## src/anp_consts.svh

```systemverilog
// register offsets, field positions, reset values and limits for the alarm/notify/pressure bank
`ifndef ANP_CONSTS_SVH
`define ANP_CONSTS_SVH
`define ANP_OFS_NOTIFY_CFG 8'h08
`define ANP_OFS_ALARM_TH_MSB 8'h09
`define ANP_OFS_ALARM_TH_LSB 8'h0a
`define ANP_OFS_PRES_MSB 8'h0b
`define ANP_OFS_PRES_LSB 8'h0c
`define ANP_OFS_STATUS 8'h0d
`define ANP_RST_NOTIFY_CFG 8'h00
`define ANP_RST_ALARM_TH 8'h00
`define ANP_RST_PRES_MSB 8'h03
`define ANP_RST_PRES_LSB 8'hf7
`define ANP_BIT_POLARITY 4
`define ANP_FUNC_HI 3
`define ANP_FUNC_LO 1
`define ANP_BIT_DIRECTION 0
`define ANP_PRES_MIN 16'h02ee
`define ANP_PRES_MAX 16'h047e
`define ANP_MODE_CONT 2'h2
`define ANP_STS_RANGE_ERR 0
`define ANP_STS_ALARM 1
`define ANP_STS_COMP_ON 2
`endif

```

## src/anp_pkg.sv

```systemverilog
// types for the alarm/notify/pressure register bank
package anp_pkg;
   typedef enum logic [2:0] {
      ANP_FN_OFF = 3'h0,
      ANP_FN_ALARM = 3'h1,
      ANP_FN_DRDY = 3'h2,
      ANP_FN_BUSY = 3'h3,
      ANP_FN_EARLY = 3'h4
   } anp_func_t;
endpackage

```

## src/anp_regs.sv

```systemverilog
// alarm threshold, notification pin and pressure reference register logic
// Behaviour
// - function select in config bits 3:1; 000 keeps notify pin inactive
// - select 001 drives pin on alarm threshold violation
// - select 010 drives pin on new data ready
// - select 011 drives pin while sensor busy
// - select 100 signals early start, only in continuous mode 10
// - config bit 0 chooses alarm direction
// - direction 0: alarm when concentration falls below threshold
// - direction 1: alarm when concentration rises above threshold
// - threshold is msb byte concatenated with lsb byte
// - threshold is signed 16-bit, one lsb per ppm
// - pressure is unsigned 16-bit msb:lsb, one lsb per hPa
// - lsb pressure write loads both bytes into the shadow
// - msb pressure write leaves the shadow untouched
// - pressure at reset default means compensation disabled
// - out-of-range pressure clamps to limit and register updates
// - out-of-range pressure write sets range error flag
// - alarm flag sticks at end of a violating measurement
// - polarity bit write forces notify pin inactive
`timescale 1ns/100ps
`include "anp_consts.svh"
module anp_regs
   import anp_pkg::*;
(
   input wire logic mclk,
   input wire logic srst,
   input wire logic wrEn,
   input wire logic rdEn,
   input wire logic [7:0] regAddr,
   input wire logic [7:0] wrData,
   output logic [7:0] rdData,
   input wire logic [1:0] operatingModeSel,
   input wire logic measDone,
   input wire logic signed [15:0] co2Ppm,
   input wire logic dataReady,
   input wire logic sensorBusy,
   input wire logic earlyStart,
   input wire logic alarmFlagClr,
   input wire logic notifyLatchClr,
   input wire logic rangeErrClr,
   output logic notifyPin,
   output logic [15:0] pressureShadow,
   output logic pressureCompEn,
   output logic thresholdViolationFlag,
   output logic configRangeErrorFlag
);

   // -------------------------------
   // register storage
   // -------------------------------
   logic [7:0] notifyCfg_r;
   logic [7:0] thMsb_r;
   logic [7:0] thLsb_r;
   logic [7:0] presMsb_r;
   logic [7:0] presLsb_r;
   logic [15:0] shadow_r;
   logic alarmFlag_r;
   logic rangeErr_r;
   logic pinLatch_r;
   logic [15:0] prevConc_r;
   logic prevValid_r;

   // -------------------------------
   // decode
   // -------------------------------
   function automatic logic hit(input logic [7:0] a, input logic [7:0] ofs);
      hit = (a == ofs);
   endfunction

   wire wrCfg = wrEn && hit(regAddr, `ANP_OFS_NOTIFY_CFG);
   wire wrThM = wrEn && hit(regAddr, `ANP_OFS_ALARM_TH_MSB);
   wire wrThL = wrEn && hit(regAddr, `ANP_OFS_ALARM_TH_LSB);
   wire wrPrM = wrEn && hit(regAddr, `ANP_OFS_PRES_MSB);
   wire wrPrL = wrEn && hit(regAddr, `ANP_OFS_PRES_LSB);

   wire [2:0] funcSel = notifyCfg_r[`ANP_FUNC_HI:`ANP_FUNC_LO];
   wire direction = notifyCfg_r[`ANP_BIT_DIRECTION];
   wire activeHigh = notifyCfg_r[`ANP_BIT_POLARITY];
   // a polarity write counts as changed when the written bit differs or not
   wire polWrite = wrCfg;

   // -------------------------------
   // threshold comparison
   // -------------------------------
   wire signed [15:0] threshold = {thMsb_r, thLsb_r};
   wire below = co2Ppm < threshold;
   wire prevAbove = $signed(prevConc_r) >= threshold;
   wire prevBelow = $signed(prevConc_r) <= threshold;
   wire crossDown = prevValid_r && prevAbove && below;
   wire crossUp = prevValid_r && prevBelow && (co2Ppm > threshold);
   wire violation = measDone && (direction ? crossUp : crossDown);

   // -------------------------------
   // pressure clamp
   // -------------------------------
   wire [15:0] presWr = {presMsb_r, wrData};
   wire presLow = presWr < `ANP_PRES_MIN;
   wire presHigh = presWr > `ANP_PRES_MAX;
   wire [15:0] presClamped = presLow ? `ANP_PRES_MIN :
                             (presHigh ? `ANP_PRES_MAX : presWr);
   wire presOut = presLow || presHigh;

   // -------------------------------
   // notify function selection
   // -------------------------------
   logic fnActive;
   always_comb
   begin
      case (funcSel)
         ANP_FN_OFF: fnActive = 1'b0;
         ANP_FN_ALARM: fnActive = pinLatch_r;
         ANP_FN_DRDY: fnActive = pinLatch_r;
         ANP_FN_BUSY: fnActive = sensorBusy;
         ANP_FN_EARLY: fnActive = earlyStart && (operatingModeSel == `ANP_MODE_CONT);
         default: fnActive = 1'b0;
      endcase
   end

   wire latchSet = measDone && ((funcSel == ANP_FN_ALARM && violation) ||
                                (funcSel == ANP_FN_DRDY && dataReady));

   // -------------------------------
   // sequential
   // -------------------------------
   always_ff @(posedge mclk)
   begin
      if (srst)
      begin
         notifyCfg_r <= `ANP_RST_NOTIFY_CFG;
         thMsb_r <= `ANP_RST_ALARM_TH;
         thLsb_r <= `ANP_RST_ALARM_TH;
         presMsb_r <= `ANP_RST_PRES_MSB;
         presLsb_r <= `ANP_RST_PRES_LSB;
         shadow_r <= {`ANP_RST_PRES_MSB, `ANP_RST_PRES_LSB};
         alarmFlag_r <= 1'b0;
         rangeErr_r <= 1'b0;
         pinLatch_r <= 1'b0;
         prevConc_r <= 16'h0000;
         prevValid_r <= 1'b0;
         notifyPin <= 1'b1;
      end
      else
      begin
         if (wrCfg)
            notifyCfg_r <= wrData;
         if (wrThM)
            thMsb_r <= wrData;
         if (wrThL)
            thLsb_r <= wrData;
         if (wrPrM)
            presMsb_r <= wrData;
         if (wrPrL)
         begin
            presMsb_r <= presClamped[15:8];
            presLsb_r <= presClamped[7:0];
            shadow_r <= presClamped;
         end
         // set wins over clear for every sticky flag
         if (violation)
            alarmFlag_r <= 1'b1;
         else if (alarmFlagClr)
            alarmFlag_r <= 1'b0;
         if (wrPrL && presOut)
            rangeErr_r <= 1'b1;
         else if (rangeErrClr)
            rangeErr_r <= 1'b0;
         if (latchSet)
            pinLatch_r <= 1'b1;
         else if (notifyLatchClr || polWrite)
            pinLatch_r <= 1'b0;
         if (measDone)
         begin
            prevConc_r <= co2Ppm;
            prevValid_r <= 1'b1;
         end
         // polarity change takes effect after write, pin held inactive that cycle
         if (polWrite)
            notifyPin <= ~wrData[`ANP_BIT_POLARITY];
         else
            notifyPin <= activeHigh ? fnActive : ~fnActive;
      end
   end

   // -------------------------------
   // outputs and read mux
   // -------------------------------
   assign pressureShadow = shadow_r;
   // default value means firmware skips compensation
   assign pressureCompEn = shadow_r != {`ANP_RST_PRES_MSB, `ANP_RST_PRES_LSB};
   assign thresholdViolationFlag = alarmFlag_r;
   assign configRangeErrorFlag = rangeErr_r;

   wire [7:0] stsByte = {5'h00, pressureCompEn, alarmFlag_r, rangeErr_r};
   wire [7:0] rdMux =
      hit(regAddr, `ANP_OFS_NOTIFY_CFG) ? {3'h0, notifyCfg_r[4:0]} :
      hit(regAddr, `ANP_OFS_ALARM_TH_MSB) ? thMsb_r :
      hit(regAddr, `ANP_OFS_ALARM_TH_LSB) ? thLsb_r :
      hit(regAddr, `ANP_OFS_PRES_MSB) ? presMsb_r :
      hit(regAddr, `ANP_OFS_PRES_LSB) ? presLsb_r :
      hit(regAddr, `ANP_OFS_STATUS) ? stsByte : 8'h00;

   always_ff @(posedge mclk)
   begin
      if (srst)
         rdData <= 8'h00;
      else if (rdEn)
         rdData <= rdMux;
   end

   // -------------------------------
   // assertions
   // -------------------------------
   a_off_inactive: assert property (@(posedge mclk) disable iff (srst)
      (!wrCfg && funcSel == 3'h0) |=> (notifyPin == ~activeHigh))
      else $error("notify pin active with function off");
   a_rsvd_inactive: assert property (@(posedge mclk) disable iff (srst)
      (!wrCfg && funcSel > 3'h4) |=> (notifyPin == ~activeHigh))
      else $error("notify pin active with reserved function");
   a_busy_follow: assert property (@(posedge mclk) disable iff (srst)
      (!wrCfg && funcSel == 3'h3) |=> (notifyPin == (activeHigh ~^ $past(sensorBusy))))
      else $error("busy not reflected on notify pin");
   a_early_mode: assert property (@(posedge mclk) disable iff (srst)
      (!wrCfg && funcSel == 3'h4 && operatingModeSel != 2'h2) |=> (notifyPin == ~activeHigh))
      else $error("early start outside continuous mode");
   a_shadow_hold: assert property (@(posedge mclk) disable iff (srst)
      (!wrPrL) |=> $stable(shadow_r))
      else $error("shadow changed without lsb write");
   a_shadow_load: assert property (@(posedge mclk) disable iff (srst)
      wrPrL |=> (shadow_r == {presMsb_r, presLsb_r}))
      else $error("shadow not loaded on lsb write");
   a_clamp_range: assert property (@(posedge mclk) disable iff (srst)
      wrPrL |=> (shadow_r >= `ANP_PRES_MIN && shadow_r <= `ANP_PRES_MAX))
      else $error("pressure outside clamp range");
   a_range_err: assert property (@(posedge mclk) disable iff (srst)
      (wrPrL && presOut) |=> rangeErr_r)
      else $error("range error flag not set");
   a_alarm_sticky: assert property (@(posedge mclk) disable iff (srst)
      violation |=> alarmFlag_r)
      else $error("alarm flag not set on violation");
   a_pol_inactive: assert property (@(posedge mclk) disable iff (srst)
      wrCfg |=> (notifyPin == ~$past(wrData[4])))
      else $error("polarity write did not force inactive");

   // -------------------------------
   // register and flag assertions
   // -------------------------------
   a_cfg_write: assert property (@(posedge mclk) disable iff (srst)
      wrCfg |=> (notifyCfg_r == $past(wrData)))
      else $error("config write not stored");

   a_cfg_hold: assert property (@(posedge mclk) disable iff (srst)
      (!wrCfg) |=> $stable(notifyCfg_r))
      else $error("config changed without write");

   a_thm_write: assert property (@(posedge mclk) disable iff (srst)
      wrThM |=> (thMsb_r == $past(wrData)))
      else $error("threshold msb not stored");

   a_thl_write: assert property (@(posedge mclk) disable iff (srst)
      wrThL |=> (thLsb_r == $past(wrData)))
      else $error("threshold lsb not stored");

   a_th_hold: assert property (@(posedge mclk) disable iff (srst)
      (!wrThM && !wrThL) |=> $stable(threshold))
      else $error("threshold changed without write");

   a_pres_msb: assert property (@(posedge mclk) disable iff (srst)
      wrPrM |=> (presMsb_r == $past(wrData)))
      else $error("pressure msb not stored");

   a_msb_shadow: assert property (@(posedge mclk) disable iff (srst)
      wrPrM |=> $stable(shadow_r))
      else $error("msb write moved the shadow");

   a_pres_pass: assert property (@(posedge mclk) disable iff (srst)
      (wrPrL && !presOut) |=> (shadow_r == $past({presMsb_r, wrData})))
      else $error("in-range pressure not loaded as written");

   a_clamp_low: assert property (@(posedge mclk) disable iff (srst)
      (wrPrL && presLow) |=> (shadow_r == `ANP_PRES_MIN))
      else $error("low pressure not clamped");

   a_clamp_high: assert property (@(posedge mclk) disable iff (srst)
      (wrPrL && presHigh) |=> (shadow_r == `ANP_PRES_MAX))
      else $error("high pressure not clamped");

   a_reg_mirror: assert property (@(posedge mclk) disable iff (srst)
      wrPrL |=> ({presMsb_r, presLsb_r} == shadow_r))
      else $error("register not updated to clamped value");

   a_range_keep: assert property (@(posedge mclk) disable iff (srst)
      (rangeErr_r && !rangeErrClr) |=> rangeErr_r)
      else $error("range error dropped without clear");

   a_range_clear: assert property (@(posedge mclk) disable iff (srst)
      (rangeErrClr && !(wrPrL && presOut)) |=> !rangeErr_r)
      else $error("range error not cleared");

   a_range_quiet: assert property (@(posedge mclk) disable iff (srst)
      (!rangeErr_r && !wrPrL) |=> !rangeErr_r)
      else $error("range error set without lsb write");

   a_alarm_keep: assert property (@(posedge mclk) disable iff (srst)
      (alarmFlag_r && !alarmFlagClr) |=> alarmFlag_r)
      else $error("alarm flag dropped without clear");

   a_alarm_clear: assert property (@(posedge mclk) disable iff (srst)
      (alarmFlagClr && !violation) |=> !alarmFlag_r)
      else $error("alarm flag not cleared");

   a_alarm_meas: assert property (@(posedge mclk) disable iff (srst)
      (!measDone && !alarmFlag_r) |=> !alarmFlag_r)
      else $error("alarm flag set outside measurement end");

   // full compare spelled out so a broken crossing term still trips
   a_cross_down: assert property (@(posedge mclk) disable iff (srst)
      (measDone && !direction && prevValid_r && $signed(prevConc_r) >= threshold &&
       co2Ppm < threshold) |=> alarmFlag_r)
      else $error("downward crossing missed");

   a_cross_up: assert property (@(posedge mclk) disable iff (srst)
      (measDone && direction && prevValid_r && $signed(prevConc_r) <= threshold &&
       co2Ppm > threshold) |=> alarmFlag_r)
      else $error("upward crossing missed");

   a_alarm_latch: assert property (@(posedge mclk) disable iff (srst)
      (violation && funcSel == ANP_FN_ALARM) |=> pinLatch_r)
      else $error("alarm did not latch notify");

   a_ready_latch: assert property (@(posedge mclk) disable iff (srst)
      (measDone && funcSel == ANP_FN_DRDY && dataReady) |=> pinLatch_r)
      else $error("data ready did not latch notify");

   a_latch_drive: assert property (@(posedge mclk) disable iff (srst)
      (!wrCfg && (funcSel == ANP_FN_ALARM || funcSel == ANP_FN_DRDY)) |=>
      (notifyPin == (activeHigh ~^ $past(pinLatch_r))))
      else $error("latched state not on notify pin");

   a_early_follow: assert property (@(posedge mclk) disable iff (srst)
      (!wrCfg && funcSel == ANP_FN_EARLY && operatingModeSel == `ANP_MODE_CONT) |=>
      (notifyPin == (activeHigh ~^ $past(earlyStart))))
      else $error("early start not on notify pin");

   a_latch_clear: assert property (@(posedge mclk) disable iff (srst)
      (wrCfg && !latchSet) |=> !pinLatch_r)
      else $error("config write left notify latched");

   a_comp_off: assert property (@(posedge mclk) disable iff (srst)
      (shadow_r == {`ANP_RST_PRES_MSB, `ANP_RST_PRES_LSB}) |-> !pressureCompEn)
      else $error("compensation on at default pressure");

   a_rd_hold: assert property (@(posedge mclk) disable iff (srst)
      (!rdEn) |=> $stable(rdData))
      else $error("read data moved without read");
endmodule

```

## config.mk

```make
export PLATFORM = sky130hd
export DESIGN_NAME = anp_regs
export DESIGN_NICKNAME = d
export VERILOG_FILES = /design/src/anp_pkg.sv /design/src/anp_regs.sv
export VERILOG_INCLUDE_DIRS = /design/src
export SDC_FILE = /design/constraint.sdc
export NUM_CORES = 1
export LEC_CHECK = 0
export BUFFER_PORTS_ARGS = -buffer_cell sky130_fd_sc_hd__buf_2
export CAP_MARGIN = 20
export CORE_UTILIZATION = 40
export DETAILED_ROUTE_END_ITERATION = 6
export GPL_TIMING_DRIVEN = 0
export PLACE_DENSITY = 0.72
export SLEW_MARGIN = 10
export SYNTH_ARGS = -nofsm -noshare
export SYNTH_HDL_FRONTEND = slang
export SYNTH_SLANG_ARGS = --single-unit
```

## constraint.sdc

```tcl
create_clock -name mclk -period 2.95 [get_ports mclk]
set_input_delay 0.1475 -clock mclk [delete_from_list [all_inputs] [get_ports mclk]]
set_output_delay 0.1475 -clock mclk [all_outputs]
set_load 0.05 [all_outputs]
```

==> results.json <==
{
  "cp_slowest_stage_delay_ns": 0.59,
  "post_drt_wl_per_cell_um": 16.3,
  "power.leakage_nw": 2.06,
  "synth_sequential_area_ratio": 0.368,
  "critical_path.cell_chain": "inv_1 > ha_1 > a21oi_2 > nor3_1 > or3_1 > or4_4 > a2111o_1 > o211ai_2",
  "number_of_setup_buffers_added_after_cts": 0,
  "fmaxAchievable_mhz": 390,
  "crit_slowest_cell": "or4_4",
  "maxSlewViolCount": 0,
  "worst_reg2reg_setup_slack_ns": 0.38,
  "worst_ir_drop_vdd_uv": 229,
  "yosys.cell_types.count": 61,
  "root_buffer": "clkbuf_8",
  "number_of_enable_type_register_cells_in_the_synthesized_netlist": 0,
  "synth.top_cell.area_share": 0.368,
  "yosys.area.top_type": "dfxtp_1",
  "cts_inserted_buffers": 9,
  "cts.htree.levels": 3,
  "holdCritPathClass": "in -> reg",
  "critPathRequiredTime_ns": 3.23,
  "layout.cell_area.non_filler_um2": 4730,
  "fin_ws_ns": 0.383,
  "clock_sink_count": 74,
  "pre_cts_ws_ns": 0.439,
  "tightestPinTransition_ns": 0.785,
  "critical_path_peak_fanout": 4,
  "yosys_most_used_dff": "dfxtp_1",
  "insertedDiodeCount": 0,
  "grt_max_degree": 13,
  "die_w_um": 102,
  "drt-initial-drc-count": 313,
  "yosys_warnings": 0,
  "worstSetupPathType": "reg -> reg",
  "ioPinCount": 73,
  "critPathCaptureType": "register",
  "nNetsFinal": 632,
  "initial_utilization": 0.411,
  "resized_gates_after_cts": 0,
  "clk_pin_slew_ns": 0.08,
  "synth.top_cells.by_area": "dfxtp_1 37%, ha_1 10%, mux2i_1 8.2%, nor2_1 5.2%, a21oi_1 4.7%",
  "placedInstanceArea_um2": 4540,
  "global_route.usage.total": 0.222,
  "skew_ns": 0.00650,
  "timing.max_slew.rel_slack": 0.477,
  "synthesis.area_per_instance_um2": 8.50,
  "tritoncts": "yes",
  "pwr_density_nw_per_um2": 435,
  "drt.antenna.violating_nets": 0,
  "layout-area-overhead-vs-synth_pct": 17.7,
  "drt_pre_antenna_iters": 5,
  "first_global_vias": 3573,
  "die_ht_um": 102,
  "synth.net_count": 550,
  "drt-total-wl_mm": 11.3,
  "portBuffers": 71,
  "synthesis.instances": 473,
  "timing.final.crit_period_ns": 2.57,
  "antenna_found_initial": 0,
  "detailroute.via_count": 3883,
  "whs_ns": 0.0538,
  "unrepaired_setup_endpoints_after_global_routing": "false",
  "die_area_um2": 10500,
  "instances_no_fill": 693,
  "post_cts_hold_buffer_count": 0,
  "status": "completed",
  "drc_errors": 0,
  "fraction_of_final_layout_cells_sized_beyond_drive_strength_1": 0.179,
  "setup.worst_path.start_class": "register",
  "final-setup-viol-count": 0,
  "critical_path_arrival_ns": 2.85,
  "clk-insertion-delay-late_ns": 0.35,
  "clock_tree.buffer_depth": 2,
  "max_cap_viol_count": 0,
  "post-route-util": 0.484,
  "dp.cells": 677,
  "totalPowerFinal_mw": 2.06,
  "most-common-layout-cells": "74 x buf_2, 74 x dfxtp_1, 56 x nor2_1",
  "timing_hold_violations_final": 0,
  "grt_overflow": 0,
  "nFillCells": 946,
  "dp_hpwl_mm": 8.68,
  "post_synth_instance_area_um2": 4020,
  "timing.setup.tns_ns": 0,
  "synth_seq_cells": 74,
  "place_congestion": 0.908,
  "grt_pass1_wl_mm": 17.7,
  "min_period_over_period": 0.870,
  "via_per_inst": 5.60,
  "area_inside_the_core_boundary_um2": 9770,
  "postSynth.asyncResetShare": 0,
  "fp-row-count": 36
}
-- layer usage --
metal	wire length [µm]	GRT usage	vias up
met4	212	0.0747	0
met5	0	0	-
li1	-	-	1868
met1	4980	0.284	1814
met2	5270	0.371	174
met3	797	0.0479	27
-- area by class of cell --
type,count,area [µm²],share of cell area
Buffer,20,78.8,0.0167
Tap cell,133,166,0.0352
Multi-Input combinational cell,354,2370,0.500
Clock inverter,4,25.0,0.00529
Timing Repair Buffer,71,355,0.0751
Inverter,25,93.8,0.0198
Clock buffer,12,165,0.0349
Sequential cell,74,1480,0.313
-- state kept, by name, summed over array words and instances, names as in the netlist --
name / cells
configRangeErrorFlag: 1
notifyCfg_r: 5
notifyPin: 1
pinLatch_r: 1
presLsb_r: 7
presMsb_r: 8
pressureShadow: 9
prevConc_r: 16
prevValid_r: 1
rdData: 8
thLsb_r: 8
thMsb_r: 8
thresholdViolationFlag: 1
-- synthesized netlist by cell type, types with 4 or more instances --
cell type	number
mux2i_1	33
nor3_1	7
dfxtp_1	74
nand3_1	19
o22ai_1	5
a211oi_1	9
nand2b_1	4
o21ai_1	7
clkbuf_1	14
a21o_1	4
a211o_1	5
a22oi_1	7
ha_1	32
nand4_1	8
nor2_1	56
nand4b_1	4
a21oi_1	38
o21ai_0	5
and2_1	6
inv_1	25
nand2_1	49
-- where the power goes --
group / switching (mW) / internal [mW]
Sequential: 0.0114 / 1.02
Clock: 0.387 / 0.372
Combinational: 0.169 / 0.103
Total: 0.568 / 1.49
-- kinds of logic after synthesis --
family,Yosys count,share of synthesized area
compound gates,105,0.173
mux,35,0.0905
xor+xnor,2,0.00436
simple gates,180,0.221
buf+inv,45,0.0429
fa+ha+maj,32,0.0996
flops,74,0.368
-- worst max-delay path: cells and delay by family, from the launching register on --
family	cells	cell delay, ns
AND/OR/NAND/NOR	3	1.02
flip-flops	1	0.41
AO/OA/AOI/OAI	3	0.66
adder cells (fa/ha/maj)	1	0.31
buffers and inverters	1	0.11
-- path summary, 6_finish.rpt --
kind	from	to	cells after the start
setup reg to reg	thMsb_r[1]$_SDFFE_PP0P_	pinLatch_r$_SDFFE_PP0P_	8
hold reg to reg	rdData[4]$_SDFFE_PP0P_	rdData[4]$_SDFFE_PP0P_	2
setup / recovery	thMsb_r[1]$_SDFFE_PP0P_	pinLatch_r$_SDFFE_PP0P_	8
hold / removal	co2Ppm[10]	prevConc_r[10]$_SDFFE_PP0P_	3
(Power assumes the default switching activity.)
